==> config.mk <==
export PLATFORM = sky130hd
export DESIGN_NAME = otrc_regs
export DESIGN_NICKNAME = d
export VERILOG_FILES = /design/src/verilog/otrc_pkg.sv /design/src/verilog/otrc_regs.sv
export VERILOG_INCLUDE_DIRS = /design/src /design/src/verilog
export SDC_FILE = /design/constraint.sdc
export NUM_CORES = 1
export LEC_CHECK = 0
export ABC_AREA = 1
export BUFFER_PORTS_ARGS = -buffer_cell sky130_fd_sc_hd__buf_2
export CAP_MARGIN = 30
export CORE_ASPECT_RATIO = 0.7
export CORE_MARGIN = 8
export CORE_UTILIZATION = 55
export DETAILED_ROUTE_END_ITERATION = 10
export GPL_TIMING_DRIVEN = 0
export PLACE_DENSITY_LB_ADDON = 0.15
export SLEW_MARGIN = 20
export SYNTH_ARGS = -nofsm -noshare
export SYNTH_HDL_FRONTEND = slang
export SYNTH_SLANG_ARGS = --single-unit
==> constraint.sdc <==
create_clock -name ref_clk -period 3.9 [get_ports ref_clk]
set_input_delay 0.39 -clock ref_clk [delete_from_list [all_inputs] [get_ports ref_clk]]
set_output_delay 0.39 -clock ref_clk [all_outputs]
set_load 0.01 [all_outputs]
==> src/verilog/otrc_params.svh <==
// offsets, field positions and reset values of the over-temperature config bank
`ifndef OTRC_PARAMS_SVH
`define OTRC_PARAMS_SVH

`define OTRC_ADDR_CFG1 8'h16
`define OTRC_ADDR_CFG2 8'h17
`define OTRC_ADDR_STEP_BC 8'h18
`define OTRC_ADDR_STEP_SP 8'h19
`define OTRC_ADDR_CPU1 8'h1a
`define OTRC_ADDR_CPU2 8'h1b
`define OTRC_ADDR_CPU3 8'h1c
`define OTRC_ADDR_ID 8'h1d
`define OTRC_ADDR_VTT_MSB 8'h1e
`define OTRC_ADDR_EXT3 8'h1f
`define OTRC_ADDR_CPU0 8'h33

`define OTRC_RST_CFG1 8'h1c
`define OTRC_RST_CFG2 8'h07
`define OTRC_RST_STEP 8'h00
`define OTRC_RST_CPU 8'h80
`define OTRC_RST_VTT 10'h000

`define OTRC_MASK_CFG1 8'h7f
`define OTRC_MASK_CFG2 8'h07

`define OTRC_TMR_SEL_LSB 0
`define OTRC_FULL_LSB 2
`define OTRC_PUSH_EN_BIT 5
`define OTRC_SLAVE_EN_BIT 6
`define OTRC_RESPOND_LSB 0
`define OTRC_FULL_DUTY 8'hff

`endif

==> src/verilog/otrc_pkg.sv <==
// types shared by the over-temperature config bank
package otrc_pkg;

  typedef struct packed {
    logic [7:0] addr;
    logic wr;
    logic rd;
    logic [7:0] wdata;
  } otrc_req_t;

  typedef struct packed {
    logic bus_master;
    logic cpu_ctrl;
    logic diode;
    logic pushed;
    logic slave;
  } otrc_hot_t;

  typedef enum logic [1:0] {
    OTRC_SRC_BUS = 2'b00,
    OTRC_SRC_CPU = 2'b01,
    OTRC_SRC_DIODE = 2'b10,
    OTRC_SRC_PUSH = 2'b11
  } otrc_src_t;

endpackage

==> src/verilog/otrc_regs.sv <==
// over-temperature response configuration registers and readback
//
// Behaviour
// - timer pin select: 00 disables timer input, other codes route one pin each
// - per pwm full-drive bit: set gives 100% duty, clear gives channel maximum
// - bit 5 lets pushed temperatures assert the over-temperature output
// - bit 6 lets bus slave temperatures assert the over-temperature output
// - second config bits 0..2 enable each pwm to react to events
// - third config low nibble is step size for bus master assertions
// - third config high nibble is step size for cpu control assertions
// - fourth config low nibble is step size for diode sensor assertions
// - fourth config high nibble is step size for pushed temperature assertions
// - four read-only cpu temperature readings reset to 0x80
// - id register at 0x1d returns fixed code, writes ignored
// - vtt upper eight bits read-only, reset zero
// - extended register bits 5:4 hold vtt two lsbs, rest reserved
// - reading extended bits freezes them and vtt msb until msb read
// - with stepping enabled first stepping level gives duty on assertion
`timescale 1ns/10ps
`include "otrc_params.svh"

module otrc_regs
  import otrc_pkg::*;
#(
  // arbitrary neutral value, not a real part code
  parameter logic [7:0] PART_ID = 8'h5a
)
(
  input logic ref_clk,
  input logic rst_b,
  input logic clk_en,
  input otrc_req_t host_req,
  output logic [7:0] host_rdata,
  output logic host_rvalid,
  input logic [3:0] cpu_temp_upd,
  input logic [31:0] cpu_temp_val,
  input logic vtt_upd,
  input logic [9:0] vtt_val,
  input logic [2:0] timer_pins,
  input otrc_hot_t hot_src,
  input logic stepping_en,
  input logic [7:0] first_stepping_level,
  input logic [23:0] max_duty,
  output logic timer_input,
  output logic overtemp_output,
  output logic [3:0] active_step_size,
  output logic [2:0] pwm_override,
  output logic [23:0] pwm_override_duty
);

  // ------------------------------------------------------------
  // storage
  // ------------------------------------------------------------
  logic [7:0] cfg1;
  logic [7:0] cfg2;
  logic [7:0] step_bc;
  logic [7:0] step_sp;
  logic [7:0] cpu_temp [4];
  logic [9:0] vtt_live;
  logic [9:0] vtt_shown;
  logic vtt_frozen;

  // ------------------------------------------------------------
  // decode
  // ------------------------------------------------------------
  wire hit_cfg1 = host_req.addr == `OTRC_ADDR_CFG1;
  wire hit_cfg2 = host_req.addr == `OTRC_ADDR_CFG2;
  wire hit_step_bc = host_req.addr == `OTRC_ADDR_STEP_BC;
  wire hit_step_sp = host_req.addr == `OTRC_ADDR_STEP_SP;
  wire hit_vtt_msb = host_req.addr == `OTRC_ADDR_VTT_MSB;
  wire hit_ext3 = host_req.addr == `OTRC_ADDR_EXT3;
  wire wr_cfg1 = clk_en & host_req.wr & hit_cfg1;
  wire wr_cfg2 = clk_en & host_req.wr & hit_cfg2;
  wire wr_step_bc = clk_en & host_req.wr & hit_step_bc;
  wire wr_step_sp = clk_en & host_req.wr & hit_step_sp;
  wire rd_msb = clk_en & host_req.rd & hit_vtt_msb;
  wire rd_ext = clk_en & host_req.rd & hit_ext3;

  // ------------------------------------------------------------
  // read mux
  // ------------------------------------------------------------
  wire [7:0] vtt_msb_view = vtt_shown[9:2];
  wire [7:0] ext3_view = {2'b00, vtt_shown[1:0], 4'h0};
  wire [7:0] next_rdata =
    hit_cfg1 ? cfg1 :
    hit_cfg2 ? cfg2 :
    hit_step_bc ? step_bc :
    hit_step_sp ? step_sp :
    (host_req.addr == `OTRC_ADDR_CPU0) ? cpu_temp[0] :
    (host_req.addr == `OTRC_ADDR_CPU1) ? cpu_temp[1] :
    (host_req.addr == `OTRC_ADDR_CPU2) ? cpu_temp[2] :
    (host_req.addr == `OTRC_ADDR_CPU3) ? cpu_temp[3] :
    (host_req.addr == `OTRC_ADDR_ID) ? PART_ID :
    hit_vtt_msb ? vtt_msb_view :
    hit_ext3 ? ext3_view :
    8'h00;

  // ------------------------------------------------------------
  // host writable configuration
  // ------------------------------------------------------------
  // id, readings and reserved bits have no host write path
  always_ff @(posedge ref_clk)
  begin
    if (!rst_b)
    begin
      cfg1 <= `OTRC_RST_CFG1;
      cfg2 <= `OTRC_RST_CFG2;
      step_bc <= `OTRC_RST_STEP;
      step_sp <= `OTRC_RST_STEP;
    end
    else
    begin
      if (wr_cfg1)
        cfg1 <= host_req.wdata & `OTRC_MASK_CFG1;
      if (wr_cfg2)
        cfg2 <= host_req.wdata & `OTRC_MASK_CFG2;
      if (wr_step_bc)
        step_bc <= host_req.wdata;
      if (wr_step_sp)
        step_sp <= host_req.wdata;
    end
  end

  always_ff @(posedge ref_clk)
  begin
    if (!rst_b)
    begin
      host_rdata <= 8'h00;
      host_rvalid <= 1'b0;
    end
    else if (clk_en)
    begin
      host_rvalid <= host_req.rd;
      if (host_req.rd)
        host_rdata <= next_rdata;
    end
  end

  // ------------------------------------------------------------
  // cpu temperature readings
  // ------------------------------------------------------------
  genvar ch;
  generate
    for (ch = 0; ch < 4; ch++)
    begin : g_cpu
      always_ff @(posedge ref_clk)
      begin
        if (!rst_b)
          cpu_temp[ch] <= `OTRC_RST_CPU;
        else if (clk_en && cpu_temp_upd[ch])
          cpu_temp[ch] <= cpu_temp_val[ch*8 +: 8];
      end
    end
  endgenerate

  // ------------------------------------------------------------
  // vtt reading with read freeze
  // ------------------------------------------------------------
  // live keeps converting while frozen, so the view catches up on release
  always_ff @(posedge ref_clk)
  begin
    if (!rst_b)
    begin
      vtt_live <= `OTRC_RST_VTT;
      vtt_shown <= `OTRC_RST_VTT;
      vtt_frozen <= 1'b0;
    end
    else if (clk_en)
    begin
      if (vtt_upd)
        vtt_live <= vtt_val;
      if (!vtt_frozen && !rd_ext)
        vtt_shown <= vtt_live;
      if (rd_ext)
        vtt_frozen <= 1'b1;
      else if (rd_msb)
        vtt_frozen <= 1'b0;
    end
  end

  // ------------------------------------------------------------
  // over-temperature response
  // ------------------------------------------------------------
  wire [1:0] tmr_sel = cfg1[`OTRC_TMR_SEL_LSB +: 2];
  wire next_timer = (tmr_sel == 2'b00) ? 1'b0 : timer_pins[tmr_sel - 2'd1];
  wire push_gated = hot_src.pushed & cfg1[`OTRC_PUSH_EN_BIT];
  wire slave_gated = hot_src.slave & cfg1[`OTRC_SLAVE_EN_BIT];
  wire next_hot = hot_src.bus_master | hot_src.cpu_ctrl | hot_src.diode
    | push_gated | slave_gated;
  // fixed priority when sources overlap; slave assertions use no stepping
  otrc_src_t src_sel;
  assign src_sel =
    hot_src.bus_master ? OTRC_SRC_BUS :
    hot_src.cpu_ctrl ? OTRC_SRC_CPU :
    hot_src.diode ? OTRC_SRC_DIODE : OTRC_SRC_PUSH;
  wire src_any = hot_src.bus_master | hot_src.cpu_ctrl | hot_src.diode | push_gated;
  logic [3:0] next_step;
  always_comb
  begin
    next_step = 4'h0;
    case (src_sel)
      OTRC_SRC_BUS: next_step = step_bc[3:0];
      OTRC_SRC_CPU: next_step = step_bc[7:4];
      OTRC_SRC_DIODE: next_step = step_sp[3:0];
      OTRC_SRC_PUSH: next_step = step_sp[7:4];
      default: next_step = 4'h0;
    endcase
    if (!src_any)
      next_step = 4'h0;
  end

  always_ff @(posedge ref_clk)
  begin
    if (!rst_b)
    begin
      timer_input <= 1'b0;
      overtemp_output <= 1'b0;
      active_step_size <= 4'h0;
    end
    else if (clk_en)
    begin
      timer_input <= next_timer;
      overtemp_output <= next_hot;
      active_step_size <= next_step;
    end
  end

  genvar pw;
  generate
    for (pw = 0; pw < 3; pw++)
    begin : g_pwm
      wire respond = next_hot & cfg2[`OTRC_RESPOND_LSB + pw];
      wire full = cfg1[`OTRC_FULL_LSB + pw];
      wire [7:0] next_duty = stepping_en ? first_stepping_level :
        full ? `OTRC_FULL_DUTY : max_duty[pw*8 +: 8];
      always_ff @(posedge ref_clk)
      begin
        if (!rst_b)
        begin
          pwm_override[pw] <= 1'b0;
          pwm_override_duty[pw*8 +: 8] <= 8'h00;
        end
        else if (clk_en)
        begin
          pwm_override[pw] <= respond;
          pwm_override_duty[pw*8 +: 8] <= respond ? next_duty : 8'h00;
        end
      end
    end
  endgenerate

  wire others_cold = !hot_src.bus_master && !hot_src.cpu_ctrl && !hot_src.diode;
endmodule
# Word-level counts from Yosys, hierarchy flattened
# Memories as Yosys holds them, arrays and structs flattened.
# Index checks and enable logic that the tools add are counted.
# totals
regBits	89
latchBits	0
ramBits	32
romBits	0
input_bits	109
output_inout_bits	42
memories	1
# memory_table
name	depth	width	read_ports	rd_ports_with_merged_regs	wr	line_no	source
cpu_temp	4	8	4	0	4	otrc_regs.sv:58	logic [7:0] cpu_temp [4];
# classes
n_addsub	1
multipliers	0
div	0
n_lt_le_gt_ge	1
n_eq_ne	14
shifts	0
mux	47
bitwise	21
reduce_logical	14
# op_table
operator	n
two-way mux 8 bit	23
equality test 8 x 5 -> 1 bit, second input constant	10
two-way mux 1 bit	18
case mux 4 bit (4 select lines)	1
bitwise AND 1 bit	13
equality test 8 x 6 -> 1 bit, second input constant	1
bitwise OR 1 bit	8
AND reduction 2 bit	4
two-way mux 6 bit	1
logical AND 1 bit	5
equality test 2 bit, second input constant	2
zero test 2 bit	2
two-way mux 2 bit	2
two-way mux 4 bit	1
less-than comparator 2 x 3 -> 1 bit, second input constant	1
binary-select mux 1 bit (select 2 bit)	1
equality test 2 x 1 -> 1 bit, second input constant	1
zero test 1 bit	2
nonzero test 2 bit	1
subtractor 2 x 1 -> 2 bit, second input constant	1

# Depth between registers and ports, before layout
# Gate-level depths: netlist (run 1).
# depth
ltp_word	12
ltp_mapped	12

# Worst setup path before layout (run 1)
# Ideal clock, no wire load.
# synth_path
path_kind	input to register
start	input port clk_en
end	memory cpu_temp[0][0], enable pin
setup_ns	0.384
t_arrival_ns	1.471
required_ns	3.516
setup_slack_ns	2.045
cell_stages	4
cell_sequence	inv_1 > buf_2 > clkbuf_1 > o21ai_0
# synth_lines
element	line_no	source
start, declared	otrc_regs.sv:31	input logic clk_en,
end, declared	otrc_regs.sv:58	

==> results, run 1 <==
- The flow ran to the end, and the final reports show no timing, DRC or antenna violations.
- The die outline area is 0.0138 sq mm.
- The net switching component of the power is 0.000790 W.
- Hold repair after CTS inserted 0 buffers.
- The fraction of the cycle the final worst path needs is 0.551.
- The first detailed-routing pass took 6 iterations.
- The worst reg-to-reg setup slack is 2.46 ns.
- Yosys mapped the design onto 32 distinct sky130hd cell types.
- The number of global-route vias before repair is 5284.
- Once the clock tree was built, the setup fixing pass inserted 0 buffers.
- The clock tree from TritonCTS is done.
- The CTS buffer count is 17.
- In this run the remaining antenna-violating nets after routing total 0.
- The number of cells on the worst reg-to-reg path is 4.
- VDD sags by at most 0.327 mV.
- The family with the most delay on the worst path is buffers and inverters.
- The share of post-route cells with drive strength above 1 is 0.253.
- In the routed design, unresolved DRC markers number 0.
- At the end of routability-driven placement, the weighted congestion stood at about 0.96.
- The most instantiated flip-flop cell in the synthesis netlist is sky130_fd_sc_hd__dfxtp_1.
- For this design the ratio of total power to cell area is ~460 mW/mm^2.
- The switching power as a share of total power is 0.242.
- At the placement stage, the worst setup path has a slack of 1.20 ns.
- On the final layout, the worst hold slack is 0.228 ns.
- The clock arrives with 0.00610 ns of skew.
- The combinational cell fraction of total power is 0.092.
- After detailed routing, the number of vias per cell comes to 5.32.
- The category of the critical setup timing path is input pin to flop.
- The tool flagged a number of max-cap violations equal to 0.
- The minimum setup slack in the final design is 1.75 ns.
- The finished layout holds 1064 standard cells, fillers aside.
- Entering global routing, the biggest net connects 17 pins.
- The clock period could shrink to 2.15 ns.
- The first global-routing pass estimated 26.9 mm of wire.
- The detailed-route wire length per cell is approximately 16 um.
- STA puts the critical path data required time at 4.06 ns.
- The number of max-slew violations in the final report is 0.
- Dividing the synthesized area by the synthesized cell count gives 7.52 sq um.
- The critical path contains buffers and inverters numbering 5 combined.
- The cell with the most instances on the worst path is sky130_fd_sc_hd__buf_2.
- Counting every net in the synthesized netlist gives 859.
- The capturing element type of the critical path is a flop.
- In this design, the stage delay of the slowest critical-path cell is 0.55 ns.
- The area of the mapped netlist is 0.00563 sq mm.
- The worst setup path is launched from an input pin.
- At the pin with the least slew margin, the transition time is 0.722 ns.
- The type of the tightest min-delay check is input pin to flop.
- After clock tree synthesis, the clock-pin slew on the worst setup and hold paths is 0.06 ns.
- The maximum clock rate is 465 MHz.
- The completed layout was analyzed and its total power is roughly 0.0033 W.
- In this run the static leakage power is 3.39 nW.
- The worst slew margin relative to its limit is 0.515.
- The number of top-level design ports is between 150 and 200.
- The count of endpoints failing setup in the final report is 0.
- Of the total power, registers draw 0.426.
- The number of warnings issued by yosys is 0.
- The buffer cell driving the clock tree root is sky130_fd_sc_hd__clkbuf_16.
- Yosys mapped a number of flops with a built-in enable equal to 32.
- The initial utilization of the core area, before any placement, comes to 0.554.
- For the worst-skew pair, the clock arrives at the later sink with an insertion delay of 0.41 ns.
- Walking the worst path, the cells encountered are buf_2 > inv_1 > buf_2 > clkbuf_1 > o21ai_0 > clkbuf_2.
- Summed over all nets, the half-perimeter wirelength after detailed placement is 13.4 mm.
- The sequential cell area fraction in the yosys report is 0.487.
- Compared with the post-synthesis result, the final layout area differs by 27.0%.
- The count of buffers inserted at the top-level ports is 149.
- The share of synthesized flip-flops with an asynchronous set or reset is 0.
- The total number of vias is 5660.
- The count of endpoints failing hold in the final timing report was 0.
- In the final design database the tool counted 1029 nets.
- The number of clock sinks seen by CTS is ~120.
- The setup TNS after final layout is 0 ns.
- The number of antenna violations at the first check in global routing is 0.
- The path length in cells of the critical path is 6.
- The proportion of power drawn by the clock network is 0.482.
- The final wirelength is approximately 17 mm.
- The depth of the worst hold-timing path is 3.
- Setup repair after global routing left no endpoint under its margin.
- In this run the core area contains 31 standard-cell rows.
- The count of mapped cells out of synthesis is 749.
- The horizontal die dimension is about 140 um.
- The number of gates given a new drive strength after cts is 0.
- The total placed cells including tap cells is between 1k and 1.5k.
- The number of buffers between clock root and the deepest sink is 2.
- Measured along the y axis, the die boundary spans between 100 and 150 um.
- Among all stages on the critical path, the largest delay is contributed by sky130_fd_sc_hd__clkbuf_1.
- The clock tree synthesis step divided the H-tree into 4 levels.
- The internal power of the cells totals 0.00248 W.
- In this run the worst path has a maximum fanout of 10.
- The total global routing track utilization is 0.253.
- The number of antenna diodes in the final layout is 0.
- The overflow left after global routing is 0.
- The detailed router finished its first iteration with 522 violations.
- The core area is around 0.01 sq mm.
- For the worst setup path, the data arrival time is roughly 2.3 ns.
- In this run, synthesis produced a sequential element count of 121.
per-stage QoR:
step,cell area (sq um),utilization
after global routing,7150,0.703
after detailed placement,6540,0.644
after floorplan,5630,-
final,7150,0.703
after CTS,7140,0.702
after global placement,6540,0.644
worst register-to-register path, cell delays in order (launching register included):
cell and delay, ns:
sky130_fd_sc_hd__dfxtp_1 0.39, sky130_fd_sc_hd__inv_1 0.10, sky130_fd_sc_hd__ha_1 0.34, sky130_fd_sc_hd__a2111o_1 0.41, sky130_fd_sc_hd__a21oi_1 0.13
cell type report:
cell class | instances | area [sq um]
Inverter | 124 | 465
Sequential cell | 121 | 2740
Clock buffer | 21 | 482
Clock inverter | 11 | 115
Tap cell | 132 | 165
Timing Repair Buffer | 151 | 756
Fill cell | 810 | 3010
Multi-Input combinational cell | 483 | 2310
Buffer | 21 | 108
cell families (layout without fill, tap and decap cells):
group                    count (synthesis)  in the layout  share of synthesized area
adder cells (fa/ha/maj)                  1              1                    0.00222
AND/OR/NAND/NOR                        315            315                      0.243
buffers and inverters                  145            328                      0.102
flip-flops                             121            121                      0.487
AO/OA/AOI/OAI                          167            167                      0.166
routing by layer:
| layer | track usage | vias to the layer above | wire, um |
|---|---|---|---|
| met2 | 0.361 | 296 | 7220 |
| li1 | - | 2770 | - |
| met3 | 0.0662 | 28 | 1890 |
| met4 | 0.0765 | 0 | 284 |
| met5 | 0 | - | 0 |
| met1 | 0.365 | 2566 | 8010 |
power by group through the flow:
stage	sequential, W	combinational, W	clock (W)
2_1_floorplan	0.00142	0.000143	0
5_1_grt	0.00140	0.000332	0.00164
4_1_cts	0.00139	0.000296	0.00158
6_report	0.00139	0.000300	0.00158
3_3_place_gp	0.00141	0.000285	0
3_5_place_dp	0.00142	0.000293	0
synthesized netlist by cell type, types with 8 or more instances:
cell	number	area (sq um)
sky130_fd_sc_hd__nand2_1	140	526
sky130_fd_sc_hd__inv_1	110	413
sky130_fd_sc_hd__nor2_1	103	387
sky130_fd_sc_hd__dfxtp_1	89	1780
sky130_fd_sc_hd__a21oi_1	85	425
sky130_fd_sc_hd__o21ai_0	39	195
sky130_fd_sc_hd__edfxtp_1	32	961
sky130_fd_sc_hd__nand3_1	32	160
sky130_fd_sc_hd__o21ai_1	21	105
sky130_fd_sc_hd__inv_2	12	45.0
sky130_fd_sc_hd__clkbuf_1	11	41.3
sky130_fd_sc_hd__nand4_1	9	56.3
sky130_fd_sc_hd__a211oi_2	8	100
sequential cells by signal, indices dropped and copies added, names as in the netlist:
register,count
cpu_temp,32
pwm_override,3
vtt_live,10
overtemp_output,1
active_step_size,4
host_rvalid,1
step_sp,8
vtt_shown,10
pwm_override_duty,24
cfg1,7
vtt_frozen,1
cfg2,3
host_rdata,8
step_bc,8
timer_input,1
cell usage in the layout, fill, tap and decap left out, types with 12 or more instances in the layout:
cell type	synthesis	layout
sky130_fd_sc_hd__a21oi_1	85	85
sky130_fd_sc_hd__buf_2	5	155
sky130_fd_sc_hd__clkbuf_1	11	12
sky130_fd_sc_hd__clkbuf_16	0	18
sky130_fd_sc_hd__dfxtp_1	89	89
sky130_fd_sc_hd__edfxtp_1	32	32
sky130_fd_sc_hd__inv_1	110	110
sky130_fd_sc_hd__inv_2	12	12
sky130_fd_sc_hd__nand2_1	140	140
sky130_fd_sc_hd__nand3_1	32	32
sky130_fd_sc_hd__nor2_1	103	103
sky130_fd_sc_hd__o21ai_0	39	37
sky130_fd_sc_hd__o21ai_1	21	23
path summary, 6_finish.rpt:
| path | startpoint | endpoint |
|---|---|---|
| setup / recovery | clk_en | cpu_temp[0][0] |
| hold / removal | vtt_val[9] | vtt_live[9] |
| setup reg to reg | cfg1[0] | timer_input |
| hold reg to reg | pwm_override_duty[3] | pwm_override_duty[3] |
(Power assumes the default switching activity.)
==> inputs of run 2 (changes only) <==
Settings changed: CORE_UTILIZATION 55 to 53.
Clock period 3.9 ns to 2.12 ns, I/O delays scaled along.
==> run 2 against run 1 <==
Effect of this change:
- critical path depth unchanged
- flip-flop and latch count unchanged
- power increased by 86%
- highest routed layer unchanged
- setup slack lost 1.6 ns
- sequential power up 84%
- via count decreased by 0.78%
- combinational power rose by 84%
- first-iteration DRC count decreased by 0.19%
- hold slack got worse by 0.18 ns
- non-clock buffer count decreased by 1
- clock skew is 0.00096 ns higher
- global-route usage decreased by 0.59 points
==> results, run 2 (synthesis results as in run 1) <==
- Result of the run: completed (unchanged).
- The launching element of the worst setup path is clk_en (unchanged).
- The category of the critical setup timing path is input pin to flop (unchanged).
- The launch instance of the worst min-delay path is vtt_val[2] (was vtt_val[9]).
- The clock skew came to 0.00706 ns (was 0.00610 ns).
- The data arrival time of the critical path is 2.15 ns (was 2.31 ns).
- The cell internal power dissipation is 0.00454 W (was 0.00248 W).
- Largest registers: cpu_temp (32), pwm_override_duty (24) (unchanged).
- The leading cell type in the layout, fill and taps excluded is sky130_fd_sc_hd__buf_2 (unchanged).
- The clock tree from TritonCTS is done (unchanged).
- The leakage component of the power came to 3.39 nW (about the same).
- The number of buffers between clock root and the deepest sink is 2 (unchanged).
- The count of endpoints failing hold in the final timing report was 0 (unchanged).
- Cell breakdown of the critical path: buf_2 > inv_1 > buf_2 > clkbuf_1 > o21ai_0 > clkbuf_2 (unchanged).
- The cell with the most instances on the worst path is sky130_fd_sc_hd__buf_2 (unchanged).
- The number of iterations in the first detailed-routing pass is 6 (unchanged).
- The largest register by flop count is cpu_temp (unchanged).
- The type of the tightest min-delay check was input pin to flop (unchanged).
- The maximum ir drop on the vdd rail came to 0.622 mV (was 0.327 mV).
- The number of design-rule violations left by the first detailed-router iteration is 521 (was 522).
- The critical path data required time is 2.29 ns (was 4.06 ns).
- The total number of vias is 5616 (was 5660).
- The area occupied by registers is 0.00274 sq mm (unchanged).
- The final cell utilization of the core is 0.691 (was 0.703).
- The post-CTS setup buffer count is 0 (unchanged).
- The number of max-cap violations is 0 (unchanged).
- The largest net degree at the start of global routing is 17 (unchanged).
- The cell row count is 31 (unchanged).
- The number of fillers in the final layout came to 881 (was 810).
- The relative contribution of sequential cells to total power is 0.421 (was 0.426).
- The cell area reported after detailed placement was 0.00654 sq mm (unchanged).
- The number of top-level design ports is 151 (unchanged).
- The multi-input logic area was 0.00231 sq mm (unchanged).
- The count of endpoints failing setup in the final report is 0 (unchanged).
- The initial standard-cell utilization of the core came to 0.544 (was 0.554).
- The core area was 0.0104 sq mm (was 0.0102 sq mm).
- The buffer cell driving the clock tree root is sky130_fd_sc_hd__clkbuf_16 (unchanged).
- The register clock-pin slew on the reported worst setup and hold paths was 0.06 ns (about the same).
- The overflow left after global routing came to 0 (unchanged).
- The post-detailed-route count of antenna-violating nets is 0 (unchanged).
- The horizontal die dimension was 139 um (was 137 um).
- The global placer's final weighted congestion is 0.911 (was 0.962).
- The number of antenna diodes is 0 (unchanged).
- The CTS buffer count is 17 (unchanged).
- The critical path buffer and inverter count was 5 (unchanged).
- The number of max-slew violations in the final report was 0 (unchanged).
- The worst slew margin relative to its limit is 0.498 (was 0.515).
- The number of nets at the end of the flow is 1028 (was 1029).
- The final wirelength is 17.8 mm (was 17.4 mm).
- The family with the most delay on the worst path is buffers and inverters (unchanged).
- The worst flop-to-flop path startpoint is cfg1[0] (unchanged).
- The fraction of the cycle the final worst path needs is 0.937.
- The combinational cell fraction of total power is 0.091 (was 0.092).
- The die outline area is 0.0142 sq mm (was 0.0138 sq mm).
- The clock latency at the later pin of the worst-skew pair came to 0.42 ns (was 0.41 ns).
- The maximum single-stage delay on the critical path is 0.56 ns (was 0.55 ns).
- The net switching component of the power was 0.00153 W (was 0.000790 W).
- The capture point of the worst reg-to-reg path is timer_input (unchanged).
- The number of clock sinks seen by CTS is 121 (unchanged).
- The proportion of power drawn by the clock network was 0.488 (was 0.482).
- The largest fanout of any net on the critical path was 10 (unchanged).
- The quantity of hold-fixing buffers added after cts is 0 (unchanged).
- Commonest cells after routing, fill and taps aside: sky130_fd_sc_hd__buf_2, sky130_fd_sc_hd__nand2_1, sky130_fd_sc_hd__inv_1 (unchanged).
- The number of H-tree levels is 4 (unchanged).
- The cell at the slowest stage of the critical path is sky130_fd_sc_hd__clkbuf_1 (unchanged).
- The capturing element type of the critical path is a flop (unchanged).
- The count of buffers inserted at the top-level ports is 149 (unchanged).
- The detailed-route wire length per cell is 16.7 um (was 16.4 um).
- The share of post-route cells with drive strength above 1 came to 0.252 (was 0.253).
- The hold path endpoint was vtt_live[2] (was vtt_live[9]).
- The number of global-route vias before repair was 5328 (was 5284).
- The worst reg-to-reg setup slack is 0.67 ns (was 2.46 ns).
- The DRC violation count after routing is 0 (unchanged).
- The switching power as a share of total power came to 0.252 (was 0.242).
- The total global routing track utilization came to 0.247 (was 0.253).
- The kind of launch point of the worst setup path is an input pin (unchanged).
- The slew of the pin with the lowest slew margin is 0.749 ns (was 0.722 ns).
- Static timing analysis puts the maximum clock frequency at 503 MHz.
- The number of antenna violations at the first check in global routing is 0 (unchanged).
- The wire length of the first global-routing pass is 27.4 mm (was 26.9 mm).
- The depth of the worst hold-timing path is 3 (unchanged).
- The per-cell via count in the routed design is 5.28 (was 5.32).
- The flip-flop count of the largest register, all copies and words added is 32 (unchanged).
- The number of gates given a new drive strength after cts is 2 (was 0).
- RSZ-0062 raised after global routing: no (unchanged).
- The die boundary height is 102 um (was 101 um).
- The post-route cell area is 0.00716 sq mm (was 0.00715 sq mm).
- Counting I/O delays and the setup requirement, the final critical path takes 1.99 ns.
- The number of cells on the worst reg-to-reg path is 4 (unchanged).
- The power density relative to cell area is 849 mW/mm^2 (was 457 mW/mm^2).
- The growth of design area from synthesis to finish came to 27.1% (was 27.0%).
- The sum of net half-perimeters after detailed placement is 13.6 mm (was 13.4 mm).
## run 2: tightest hold or removal path: stages
cell and delay [ns]:
sky130_fd_sc_hd__buf_2 0.07, sky130_fd_sc_hd__o21ai_0 0.07, sky130_fd_sc_hd__nor2_1 0.08
## run 2: per-stage QoR
stage | total power, W | hold slack [ns] | instances | setup slack, ns | setup TNS, ns
after global placement | 0.00312 | 0.448 | 1030 | -0.274 | -8.26
after floorplan | 0.00287 | 0.306 | 749 | 0.443 | 0
after CTS | 0.00607 | 0.0356 | 1062 | 0.0305 | 0
final | 0.00607 | 0.0460 | 1063 | 0.134 | 0
after global routing | 0.00626 | 0.0456 | 1063 | 0.130 | 0
after detailed placement | 0.00314 | 0.455 | 1030 | -0.452 | -12.23
## run 2: worst max-delay path by stage
stage | endpoint | slack, ns | cells past startpoint
after global routing | cpu_temp[0][5] | 0.13 | 5
after floorplan | cpu_temp[0][0] | 0.44 | 4
after detailed placement | cpu_temp[0][0] | -0.45 | 5
after CTS | cpu_temp[2][3] | 0.03 | 5
final | cpu_temp[1][7] | 0.13 | 6
after global placement | cpu_temp[3][5] | -0.27 | 5
## run 2: routing by layer
metal | routed length, um | vias to the layer above | global-route usage
met1 | 8330 | 2571 | 0.340
met3 | 1590 | 23 | 0.0728
li1 | - | 2761 | -
met2 | 7650 | 261 | 0.371
met5 | 0 | - | 0
met4 | 225 | 0 | 0.0714
## run 2: layout make-up
class,count,area share
inverter,124,0.0650
sequential,121,0.383
buffer,21,0.0150
multi-input combinational,483,0.323
clock buffer,20,0.0654
tap,132,0.0231
timing repair buffer,150,0.105
clock inverter,12,0.0198
## run 2: power by group through the flow
stage               clock network (W)  logic, W  registers [W]
floorplan                           0  0.000263        0.00261
global placement                    0  0.000523        0.00260
detailed placement                  0  0.000540        0.00260
CTS                           0.00297  0.000546        0.00256
global route                  0.00308  0.000612        0.00257
finish                        0.00296  0.000553        0.00256
